File: config.mk
export PLATFORM = sky130hd
export DESIGN_NAME = slsm_mapper
export DESIGN_NICKNAME = d
export VERILOG_FILES = /design/src/slsm_pkg.sv /design/src/slsm_buf2.sv /design/src/slsm_mapper.sv
export SDC_FILE = /design/constraint.sdc
export NUM_CORES = 1
export LEC_CHECK = 0
export BUFFER_PORTS_ARGS = -buffer_cell sky130_fd_sc_hd__buf_2
export CORE_AREA = 5 5 274 276
export DETAILED_ROUTE_END_ITERATION = 10
export DIE_AREA = 0 0 279 281
export GPL_TIMING_DRIVEN = 0
export HOLD_SLACK_MARGIN = 0.08
export PLACE_DENSITY = 0.57
export SLEW_MARGIN = 20
export SYNTH_ARGS = -nofsm -noshare
export SYNTH_HDL_FRONTEND = slang
export SYNTH_SLANG_ARGS = --single-unit
File: constraint.sdc
create_clock -name core_clk -period 9.3 [get_ports core_clk]
set_input_delay 2.325 -clock core_clk [delete_from_list [all_inputs] [get_ports core_clk]]
set_output_delay 2.325 -clock core_clk [all_outputs]
set_load 0.005 [all_outputs]
File: src/slsm_pkg.sv
// Constants, types and mode codes for the serial lane sample mapper.
//
// Summary of operation
// Mode 16: A I/Q samples on A lanes 0-7.
// Mode 16: B I/Q samples on B lanes 0-7.
// Bypass 12-bit samples packed MSB first, back to back.
// Single bypass: even samples A, odd samples B.
// Dual bypass: A samples A lanes, B samples B.
// Modes 21/36: I and Q on two lanes each.
// Modes 22/46: I and Q on four lanes each.
// Decimate-by-8 two lanes: I A0, Q B0.
// Decimated lane word: 15-bit sample plus overrange.
// Overrange bit in the lane word LSB.
package slsm_pkg;

  // ****************************************************************
  // Geometry
  // ****************************************************************
  localparam int LANES = 16;
  localparam int GROUP_LANES = 8;
  localparam int LANE_W = 16;
  localparam int DEC_W = 15;
  localparam int BYP_W = 12;
  localparam int BYP_SAMPLES = 16;
  localparam int DEC_SAMPLES = 4;
  localparam int PACK_SAMPLES = 8;
  localparam int PACK_W = PACK_SAMPLES * BYP_W;
  localparam int PACK_LANES = PACK_W / LANE_W;
  localparam int MODE_W = 7;
  localparam int OR_POS = 0;

  // ****************************************************************
  // Mapping mode codes
  // ****************************************************************
  localparam logic [6:0] MODE_D8_DUAL_16 = 7'h10;
  localparam logic [6:0] MODE_BYP_SINGLE_0 = 7'h13;
  localparam logic [6:0] MODE_BYP_SINGLE_1 = 7'h2A;
  localparam logic [6:0] MODE_BYP_DUAL_0 = 7'h14;
  localparam logic [6:0] MODE_BYP_DUAL_1 = 7'h2B;
  localparam logic [6:0] MODE_D4_SINGLE_4_0 = 7'h15;
  localparam logic [6:0] MODE_D4_SINGLE_4_1 = 7'h24;
  localparam logic [6:0] MODE_D4_SINGLE_8_0 = 7'h16;
  localparam logic [6:0] MODE_D4_SINGLE_8_1 = 7'h2E;
  localparam logic [6:0] MODE_D8_SINGLE_2_0 = 7'h17;
  localparam logic [6:0] MODE_D8_SINGLE_2_1 = 7'h26;
  localparam logic [6:0] MODE_D8_SINGLE_2_2 = 7'h3D;
  localparam logic [6:0] MODE_D8_SINGLE_2_3 = 7'h40;
  localparam logic [6:0] MODE_D8_SINGLE_2_4 = 7'h45;
  localparam logic [6:0] MODE_D8_SINGLE_2_5 = 7'h47;

  typedef enum logic [2:0] {
    SLSM_MC_NONE = 3'b000,
    SLSM_MC_D8_DUAL_16 = 3'b001,
    SLSM_MC_BYP_SINGLE = 3'b010,
    SLSM_MC_BYP_DUAL = 3'b011,
    SLSM_MC_D4_SINGLE_4 = 3'b100,
    SLSM_MC_D4_SINGLE_8 = 3'b101,
    SLSM_MC_D8_SINGLE_2 = 3'b110
  } slsm_mode_class_type;

  // ****************************************************************
  // Carriers
  // ****************************************************************
  // Decimated samples; single-channel modes use the channel A fields
  // as in-phase and quadrature.
  typedef struct packed {
    logic [DEC_SAMPLES-1:0][DEC_W-1:0] chan_a_inphase;
    logic [DEC_SAMPLES-1:0][DEC_W-1:0] chan_a_quadrature;
    logic [DEC_SAMPLES-1:0][DEC_W-1:0] chan_b_inphase;
    logic [DEC_SAMPLES-1:0][DEC_W-1:0] chan_b_quadrature;
    logic [DEC_SAMPLES-1:0] chan_a_inphase_overrange;
    logic [DEC_SAMPLES-1:0] chan_a_quadrature_overrange;
    logic [DEC_SAMPLES-1:0] chan_b_inphase_overrange;
    logic [DEC_SAMPLES-1:0] chan_b_quadrature_overrange;
  } slsm_ddc_frame_type;

  // Bypass samples; dual-channel modes hold channel A in slots 0-7 and
  // channel B in slots 8-15.
  typedef logic [BYP_SAMPLES-1:0][BYP_W-1:0] slsm_byp_frame_type;

  typedef struct packed {
    slsm_ddc_frame_type ddc;
    slsm_byp_frame_type byp;
  } slsm_in_frame_type;

  // Lanes 0-7 are group A, lanes 8-15 are group B.
  typedef logic [LANES-1:0][LANE_W-1:0] slsm_lanes_type;

endpackage
File: src/slsm_buf2.sv
// Two-entry buffer with valid and ready on both sides.
module slsm_buf2 #(
  parameter int WIDTH = 256
) (
  input wire logic core_clk, // Clock.
  input wire logic sys_rst, // Synchronous reset, active high.
  input wire logic in_valid, // Word offered.
  output logic in_ready, // Room for a word.
  input wire logic [WIDTH-1:0] in_data, // Word in.
  output logic out_valid, // Word available.
  input wire logic out_ready, // Receiver takes the word.
  output logic [WIDTH-1:0] out_data // Word out.
);

  logic [WIDTH-1:0] mem_r [2];
  logic wr_ptr_r;
  logic rd_ptr_r;
  logic [1:0] count_r;
  logic [1:0] count_nxt;
  wire push = in_valid && in_ready;
  wire pop = out_valid && out_ready;

  assign in_ready = (count_r != 2'h2);
  assign out_valid = (count_r != 2'h0);
  assign out_data = mem_r[rd_ptr_r];
  assign count_nxt = count_r + {1'b0, push} - {1'b0, pop};

  always_ff @(posedge core_clk) begin
    if (push) begin
      mem_r[wr_ptr_r] <= in_data;
    end
  end

  always_ff @(posedge core_clk) begin
    if (sys_rst) begin
      wr_ptr_r <= 1'b0;
      rd_ptr_r <= 1'b0;
      count_r <= 2'h0;
    end else begin
      wr_ptr_r <= wr_ptr_r ^ push;
      rd_ptr_r <= rd_ptr_r ^ pop;
      count_r <= count_nxt;
    end
  end

endmodule

File: src/slsm_mapper.sv
// Transport-layer mapper that places converter samples onto the serial lanes.
module slsm_mapper (
  input wire logic core_clk, // Frame clock.
  input wire logic sys_rst, // Synchronous reset, active high.
  input wire logic [slsm_pkg::MODE_W-1:0] lane_mapping_mode, // Mapping mode.
  input wire logic smp_valid, // Sample frame offered.
  output logic smp_ready, // Sample frame accepted.
  input wire slsm_pkg::slsm_in_frame_type smp_frame, // Sample frame.
  output logic lane_valid, // Lane frame available.
  input wire logic lane_ready, // Link layer takes the lane frame.
  output slsm_pkg::slsm_lanes_type lane_data, // Lane words, 0-7 A, 8-15 B.
  output logic mode_unsupported // Mode has no mapping here.
);

  // ****************************************************************
  // Helpers
  // ****************************************************************
  function automatic logic [slsm_pkg::LANE_W-1:0] dec_word(
    input logic [slsm_pkg::DEC_W-1:0] smp,
    input logic ovr
  );
    logic [slsm_pkg::LANE_W-1:0] w;
    w = {smp, 1'b0};
    w[slsm_pkg::OR_POS] = ovr;
    return w;
  endfunction

  // Packs eight samples MSB first and back to back into six lanes.
  function automatic logic [slsm_pkg::PACK_W-1:0] pack8(
    input slsm_pkg::slsm_byp_frame_type s,
    input int first,
    input int step
  );
    logic [slsm_pkg::PACK_W-1:0] p;
    p = '0;
    for (int k = 0; k < slsm_pkg::PACK_SAMPLES; k++) begin
      p[slsm_pkg::PACK_W-1-k*slsm_pkg::BYP_W -: slsm_pkg::BYP_W] = s[first+k*step];
    end
    return p;
  endfunction

  function automatic slsm_pkg::slsm_mode_class_type classify(
    input logic [slsm_pkg::MODE_W-1:0] m
  );
    slsm_pkg::slsm_mode_class_type c;
    c = slsm_pkg::SLSM_MC_NONE;
    if (m == slsm_pkg::MODE_D8_DUAL_16) begin
      c = slsm_pkg::SLSM_MC_D8_DUAL_16;
    end else if (m == slsm_pkg::MODE_BYP_SINGLE_0 || m == slsm_pkg::MODE_BYP_SINGLE_1) begin
      c = slsm_pkg::SLSM_MC_BYP_SINGLE;
    end else if (m == slsm_pkg::MODE_BYP_DUAL_0 || m == slsm_pkg::MODE_BYP_DUAL_1) begin
      c = slsm_pkg::SLSM_MC_BYP_DUAL;
    end else if (m == slsm_pkg::MODE_D4_SINGLE_4_0 || m == slsm_pkg::MODE_D4_SINGLE_4_1) begin
      c = slsm_pkg::SLSM_MC_D4_SINGLE_4;
    end else if (m == slsm_pkg::MODE_D4_SINGLE_8_0 || m == slsm_pkg::MODE_D4_SINGLE_8_1) begin
      c = slsm_pkg::SLSM_MC_D4_SINGLE_8;
    end else if (m == slsm_pkg::MODE_D8_SINGLE_2_0 || m == slsm_pkg::MODE_D8_SINGLE_2_1 ||
                 m == slsm_pkg::MODE_D8_SINGLE_2_2 || m == slsm_pkg::MODE_D8_SINGLE_2_3 ||
                 m == slsm_pkg::MODE_D8_SINGLE_2_4 || m == slsm_pkg::MODE_D8_SINGLE_2_5) begin
      c = slsm_pkg::SLSM_MC_D8_SINGLE_2;
    end
    return c;
  endfunction

  // ****************************************************************
  // Per-mode lane sets
  // ****************************************************************
  slsm_pkg::slsm_ddc_frame_type ddc;
  slsm_pkg::slsm_mode_class_type mode_class;
  slsm_pkg::slsm_lanes_type lanes_d8_dual;
  slsm_pkg::slsm_lanes_type lanes_byp;
  slsm_pkg::slsm_lanes_type lanes_single;
  slsm_pkg::slsm_lanes_type lanes_map;
  logic [slsm_pkg::PACK_W-1:0] pack_a;
  logic [slsm_pkg::PACK_W-1:0] pack_b;
  logic [slsm_pkg::DEC_SAMPLES-1:0][slsm_pkg::LANE_W-1:0] ai_w, aq_w, bi_w, bq_w;
  logic [2:0] single_count;

  assign ddc = smp_frame.ddc;
  assign mode_class = classify(lane_mapping_mode);
  assign mode_unsupported = (mode_class == slsm_pkg::SLSM_MC_NONE);

  genvar g;
  generate
    for (g = 0; g < slsm_pkg::DEC_SAMPLES; g++) begin : g_dec
      assign ai_w[g] = dec_word(ddc.chan_a_inphase[g], ddc.chan_a_inphase_overrange[g]);
      assign aq_w[g] = dec_word(ddc.chan_a_quadrature[g], ddc.chan_a_quadrature_overrange[g]);
      assign bi_w[g] = dec_word(ddc.chan_b_inphase[g], ddc.chan_b_inphase_overrange[g]);
      assign bq_w[g] = dec_word(ddc.chan_b_quadrature[g], ddc.chan_b_quadrature_overrange[g]);
      assign lanes_d8_dual[g] = ai_w[g];
      assign lanes_d8_dual[g+slsm_pkg::DEC_SAMPLES] = aq_w[g];
      assign lanes_d8_dual[g+slsm_pkg::GROUP_LANES] = bi_w[g];
      assign lanes_d8_dual[g+slsm_pkg::GROUP_LANES+slsm_pkg::DEC_SAMPLES] = bq_w[g];
      // In-phase on group A, quadrature on group B, count set by the mode.
      assign lanes_single[g] = (g < single_count) ? ai_w[g] : '0;
      assign lanes_single[g+slsm_pkg::GROUP_LANES] = (g < single_count) ? aq_w[g] : '0;
      assign lanes_single[g+slsm_pkg::DEC_SAMPLES] = '0;
      assign lanes_single[g+slsm_pkg::GROUP_LANES+slsm_pkg::DEC_SAMPLES] = '0;
    end
  endgenerate

  assign single_count = (mode_class == slsm_pkg::SLSM_MC_D4_SINGLE_8) ? 3'h4 :
                        (mode_class == slsm_pkg::SLSM_MC_D4_SINGLE_4) ? 3'h2 :
                        3'h1;

  // Single channel splits even and odd samples; dual channel takes A then B.
  assign pack_a = (mode_class == slsm_pkg::SLSM_MC_BYP_SINGLE) ?
                  pack8(smp_frame.byp, 0, 2) : pack8(smp_frame.byp, 0, 1);
  assign pack_b = (mode_class == slsm_pkg::SLSM_MC_BYP_SINGLE) ?
                  pack8(smp_frame.byp, 1, 2) :
                  pack8(smp_frame.byp, slsm_pkg::PACK_SAMPLES, 1);

  generate
    for (g = 0; g < slsm_pkg::GROUP_LANES; g++) begin : g_byp
      if (g < slsm_pkg::PACK_LANES) begin : g_used
        assign lanes_byp[g] = pack_a[slsm_pkg::PACK_W-1-g*slsm_pkg::LANE_W -: slsm_pkg::LANE_W];
        assign lanes_byp[g+slsm_pkg::GROUP_LANES] =
          pack_b[slsm_pkg::PACK_W-1-g*slsm_pkg::LANE_W -: slsm_pkg::LANE_W];
      end else begin : g_idle
        assign lanes_byp[g] = '0;
        assign lanes_byp[g+slsm_pkg::GROUP_LANES] = '0;
      end
    end
  endgenerate

  assign lanes_map = (mode_class == slsm_pkg::SLSM_MC_D8_DUAL_16) ? lanes_d8_dual :
                     (mode_class == slsm_pkg::SLSM_MC_BYP_SINGLE ||
                      mode_class == slsm_pkg::SLSM_MC_BYP_DUAL) ? lanes_byp :
                     (mode_class == slsm_pkg::SLSM_MC_NONE) ? '0 : lanes_single;

  // ****************************************************************
  // Output buffer
  // ****************************************************************
  slsm_buf2 #(
    .WIDTH(slsm_pkg::LANES * slsm_pkg::LANE_W)
  ) u_buf (
    .core_clk(core_clk),
    .sys_rst(sys_rst),
    .in_valid(smp_valid),
    .in_ready(smp_ready),
    .in_data(lanes_map),
    .out_valid(lane_valid),
    .out_ready(lane_ready),
    .out_data(lane_data)
  );

endmodule

* Yosys cells after proc, flatten, opt, wreduce, memory -nomap -nowiden
Memories as Yosys holds them, arrays and structs flattened. A register that Yosys moved wholly into a read port is not among the register bits. Cells that the tools add are included.
Word-level totals: memory bits (writable) 512, output and inout bits 259, memories 1, flip-flop bits (word level) 4, bits of input ports 459
Memory list:
- u_buf.mem_r | words 2, width 256, rd ports 1, clocked after Yosys merged registers in 1, wr ports 1, RTL line slsm_buf2.sv:15 | logic [WIDTH-1:0] mem_r [2];
Operators by class: $add $sub $neg 2, magnitude comparators 4, muxes and demuxes 24, reduce and logical (&&, ||, !) cells 14, bitwise gates (word level) 2, equality and inequality tests 21
Operators with widths (count):
- $mux W256 | 1
- $mux W224 | 1
- $mux W192 | 1
- $mux W16 | 8
- $mux W96 | 1
- $mux W84 | 1
- $eq A7 B5 Y1 const B | 6
- $eq A7 B6 Y1 const B | 6
- $eq A7 B7 Y1 const B | 3
- $mux W3 | 7
- $logic_or A1 B1 Y1 | 10
- $eq A3 B2 Y1 const B | 2
- $eq A3 B3 Y1 const B | 2
- $lt A1 B3 Y1 const A | 2
- $lt A2 B3 Y1 const A | 2
- $eq A3 B1 Y1 const B | 1
- $logic_not A3 Y1 | 1
- $mux W1 | 3
- $add A2 B1 Y2 | 1
- $logic_and A1 B1 Y1 | 2
- $mux W2 | 1
- $ne A2 B2 Y1 const B | 1
- $reduce_bool A2 Y1 | 1
- $sub A2 B1 Y2 | 1
- $xor A1 B1 Y1 | 2

* Depth between registers and ports, before layout
word-level depth 20, gate-level depth with buffers 9

* Hierarchy
From an unflattened synthesis, not the netlist that was laid out.
Second synthesis, totals: cells, all modules 1552, area, all modules 24707.4 um^2
Modules (own cells, without submodules):
- slsm_buf2 | instances 1, cells an instance 824, area an instance 19717.7 um^2, sequential area each 15454.8 um^2
- slsm_mapper | instances 1, cells an instance 728, area an instance 4989.8 um^2, sequential area each 0.0 um^2

* Worst setup path after synthesis
Ideal clock, no wire load.
path type input to register, start in smp_valid, end mem u_buf.mem_r[1][0], enable pin, arrival 8.374 ns, cell stages on the path 2, data required time 8.649 ns, path slack 0.275 ns, cell sequence and2_1 ha_1
On the way: word-level cells in the longest chain between the ends 3
Ends and longest elaborated chain:
- start: declaration | RTL line slsm_mapper.sv:6 | input wire logic smp_valid,
- $logic_and A1 B1 Y1 | RTL line slsm_buf2.sv:20 | wire push = in_valid && in_ready;
- $mux W1 | RTL line slsm_buf2.sv:29 | if (push) begin
- $mux W1 (implied by the code) | RTL line slsm_buf2.sv:30 | mem_r[wr_ptr_r] <= in_data;
- end: declaration | RTL line slsm_buf2.sv:15
Every way passes these cells.

* Worst setup path in the final report
start in lane_mapping_mode[2] (netlist name), end out mode_unsupported
On the way: word-level cells in the longest chain between the ends 13, elaborated cells between the ends (all ways) 31
Ends and longest elaborated chain:
- start: declaration | RTL line slsm_mapper.sv:5 | input wire logic [slsm_pkg::MODE_W-1:0] lane_mapping_mode,
- $eq A7 B5 Y1 or $eq A7 B6 Y1 (tied branches) | RTL line slsm_mapper.sv:57 | end else if (m == slsm_pkg::MODE_D8_SINGLE_2_0 || m == slsm_pkg::MODE_D8_SINGLE_2_1 ||
- $logic_or A1 B1 Y1 (2 in a row) | RTL line slsm_mapper.sv:57
- $logic_or A1 B1 Y1 (2 in a row) | RTL line slsm_mapper.sv:58 | m == slsm_pkg::MODE_D8_SINGLE_2_2 || m == slsm_pkg::MODE_D8_SINGLE_2_3 ||
- $logic_or A1 B1 Y1 | RTL line slsm_mapper.sv:59 | m == slsm_pkg::MODE_D8_SINGLE_2_4 || m == slsm_pkg::MODE_D8_SINGLE_2_5) begin
- $mux W3 | RTL line slsm_mapper.sv:57
- $mux W3 | RTL line slsm_mapper.sv:55 | end else if (m == slsm_pkg::MODE_D4_SINGLE_8_0 || m == slsm_pkg::MODE_D4_SINGLE_8_1) begin
- $mux W3 | RTL line slsm_mapper.sv:53 | end else if (m == slsm_pkg::MODE_D4_SINGLE_4_0 || m == slsm_pkg::MODE_D4_SINGLE_4_1) begin
- $mux W3 | RTL line slsm_mapper.sv:51 | end else if (m == slsm_pkg::MODE_BYP_DUAL_0 || m == slsm_pkg::MODE_BYP_DUAL_1) begin
- $mux W3 | RTL line slsm_mapper.sv:49 | end else if (m == slsm_pkg::MODE_BYP_SINGLE_0 || m == slsm_pkg::MODE_BYP_SINGLE_1) begin
- $mux W3 * | RTL line slsm_mapper.sv:47 | if (m == slsm_pkg::MODE_D8_DUAL_16) begin
- $logic_not A3 Y1 * | RTL line slsm_mapper.sv:81 | assign mode_unsupported = (mode_class == slsm_pkg::SLSM_MC_NONE);
- end: declaration | RTL line slsm_mapper.sv:12 | output logic mode_unsupported
Every way passes the cells marked *; elsewhere a longest branch is shown, timed or not.

==> metrics.md <==
| Metric | Value |
|---|---|
| Status | `finished clean` |
| Yosys synthesis warning count | `0` |
| Synth Register Bits | `516` |
| Worst Hold End | `u_buf.count_r[1]` |
| GR Util All Layers | `0.248` |
| Fraction of layout cells with a size suffix above 1 | `0.461` |
| Post-synth top cells | `edfxtp_1 (512), mux2_2 (256), nand2_1 (233)` |
| # clock sinks | `516` |
| Crit path time final | `7250 ps` |
| Vias in the first global route | `18600` |
| Fmax achieved | `138 MHz` |
| Number of port buffers | `717` |
| Die ar. | `0.0784 mm2` |
| Top FF cell, synth | `edfxtp_1` |
| P per Cell Area | `241 mW/mm2` |
| Path type of the worst setup path | `primary input to output port` |
| Clock Pin Slew Worst Setup and Hold Paths | `60 ps` |
| Yosys top cell by area | `edfxtp_1` |
| Root Driver | `clkbuf_16` |
| Dpl cells | `3293` |
| Final wirelength | `102000 um` |
| Power after layout | `7.36 mW` |
| Syn_nets | `2066` |
| Post-route ant nets | `0` |
| DRC | `0` |
| Row count | `99` |
| Worst Skew | `17.8 ps` |
| CTS H-tree lvls | `2` |
| Crit end category | `output port` |
| Clock buffer count from CTS | `58` |
| Max Cap Viol | `0` |
| Global-route wire length before repair | `139000 um` |
| EDFF count, synth | `512` |
| Largest net degree at the start of global routing | `46` |
| Setup-failing EPs final | `0` |
| Reg2Reg Setup Slack | `7000 ps` |
| Syn_area_per_cell | `14.7 um2` |
| Longest Clk Path Bufs | `3` |
| Total grt overflow | `0` |
| Ports | `718` |
| Net count, final | `2857` |
| Via Count | `17700` |
| Most common cell in the synthesized netlist | `edfxtp_1` |
| Die height | `281 um` |
| Crit path required time | `6980 ps` |
| Synth async-reset ratio | `0` |
| Syn Inst Count | `1603` |
| Min-delay src | `u_buf.count_r[1]` |
| Synth top area share | `0.653` |
| Vias per Instance | `5.17` |
| Yosys cell types | `54` |
| Crit share post-route | `0.779` |
| Initial antenna violation count | `20` |
| Final Hold Fails | `0` |
| Synth area leaders | `edfxtp_1 (65%), mux2_2 (12%), mux2i_1 (4.4%)` |
| Area Overhead vs Synth | `29.8%` |
| Pins Over Slew Limit | `0` |
| R2R cell count | `6` |
| Reg-to-reg endpoint | `u_buf.mem_r[0][188]` |
| Core Box Area | `0.0723 mm2` |
| Initial DRC count | `1565` |
| Post_cts resized | `0` |
| Worst Hold Depth | `2` |
| Sequential element share of the synthesized area | `0.657` |
| FILL cells | `6925` |
| Slew @ Worst Pin | `1160 ps` |
| CP max FO | `10` |
| Worst EP arrival | `4920 ps` |
| Post-Layout Cell Count | `3418` |
| Cell leakage power | `11.8 nW` |
| Avg WL per Cell | `29.9 um` |
| Slew headroom | `0.226` |
| Hold buffer count at CTS | `0` |
| Die width | `279 um` |
| GP Congestion | `0.897` |
| Peak supply drop | `0.155 mV` |
| Tightest Hold Check Type | `flip-flop to flip-flop` |
| Start of the worst register-to-register path | `u_buf.count_r[0]` |
| Post-Syn Area | `0.0235 mm2` |
| Post-CTS setup buffers | `0` |
| Starting density of the core | `0.325` |
| RSZ-0062 raised after global routing | `false` |
| Pre-Repair DR Iteration Count | `5` |
| Skew-Pair Late Insertion Delay | `610 ps` |
| CTS tree | `done` |
| DP Wirelength | `79800 um` |
| Critical Path Source Type | `primary input` |
-- area by class of cell --
cell class | instances | area, um2 | share of cell area
Clock buffer | 76 | 1580 | 0.0518
Antenna cell | 17 | 42.5 | 0.00139
Buffer | 112 | 676 | 0.0221
Multi-Input combinational cell | 971 | 7440 | 0.243
Tap cell | 959 | 1200 | 0.0393
Clock inverter | 32 | 241 | 0.00790
Sequential cell | 516 | 15500 | 0.506
Timing Repair Buffer | 731 | 3910 | 0.128
Inverter | 4 | 15.0 | 0.000491
-- cell families after synthesis --
family / after synthesis / synth area share
fa+ha+maj: 4 / 0.00213
simple gates: 333 / 0.0654
compound gates: 269 / 0.0785
flops: 516 / 0.657
mux: 360 / 0.167
xor+xnor: 5 / 0.00186
buf+inv: 116 / 0.0287
-- worst max path at each step --
stage,startpoint,end,cells past startpoint
after floorplan,smp_valid,u_buf.mem_r[1][0],2
after global placement,smp_valid,u_buf.mem_r[1][14],3
after detailed placement,lane_mapping_mode[2],mode_unsupported,8
after CTS,lane_mapping_mode[2],mode_unsupported,8
after global routing,lane_mapping_mode[2],mode_unsupported,8
final,lane_mapping_mode[2],mode_unsupported,8
-- power breakdown --
part           internal [mW]  leakage (nW)  switching, mW
Sequential              2.99          4.98         0.0809
Combinational          0.905          5.92           1.16
Clock                   1.28         0.883          0.948
-- cells in the final DEF, fill, tap and decap left out, drive strengths merged, types with 5 or more instances in the layout --
cell / n
a21oi: 66
o21ai: 101
edfxtp: 512
clkinv: 24
clkbuf: 153
buf: 766
a22o: 24
nor2: 6
diode: 17
and2: 66
a221o: 64
mux2: 256
nand2: 233
mux2i: 104
inv: 5
-- registers in the layout, indices dropped and copies added (netlist names) --
signal          flops
u_buf.mem_r       512
u_buf.wr_ptr_r      1
u_buf.count_r       2
u_buf.rd_ptr_r      1
-- stage by stage --
step,TNS [ps],hold slack (ps),util,instance area [um2],setup slack [ps]
after global placement,-2005880,518,0.392,28300,-3990
after detailed placement,0,560,0.397,28700,2110
after global routing,0,600,0.422,30500,2000
after CTS,0,569,0.422,30500,2100
final,0,568,0.422,30600,2050
after floorplan,0,498,-,23500,275
-- critical path, cell delays in order --
cell and delay [ps]:
buf_2 120, buf_2 170, and2b_1 380, nand3_1 180
a21oi_1 730, buf_2 580, nor3_1 210, buf_2 180
-- routing by layer --
layer | GRT usage | wire [um]
met5 | 0 | 27
met3 | 0.0559 | 8390
met2 | 0.434 | 50900
met4 | 0.0677 | 2740
met1 | 0.312 | 40300
No activity file was read; power rests on OpenSTA's default activity.
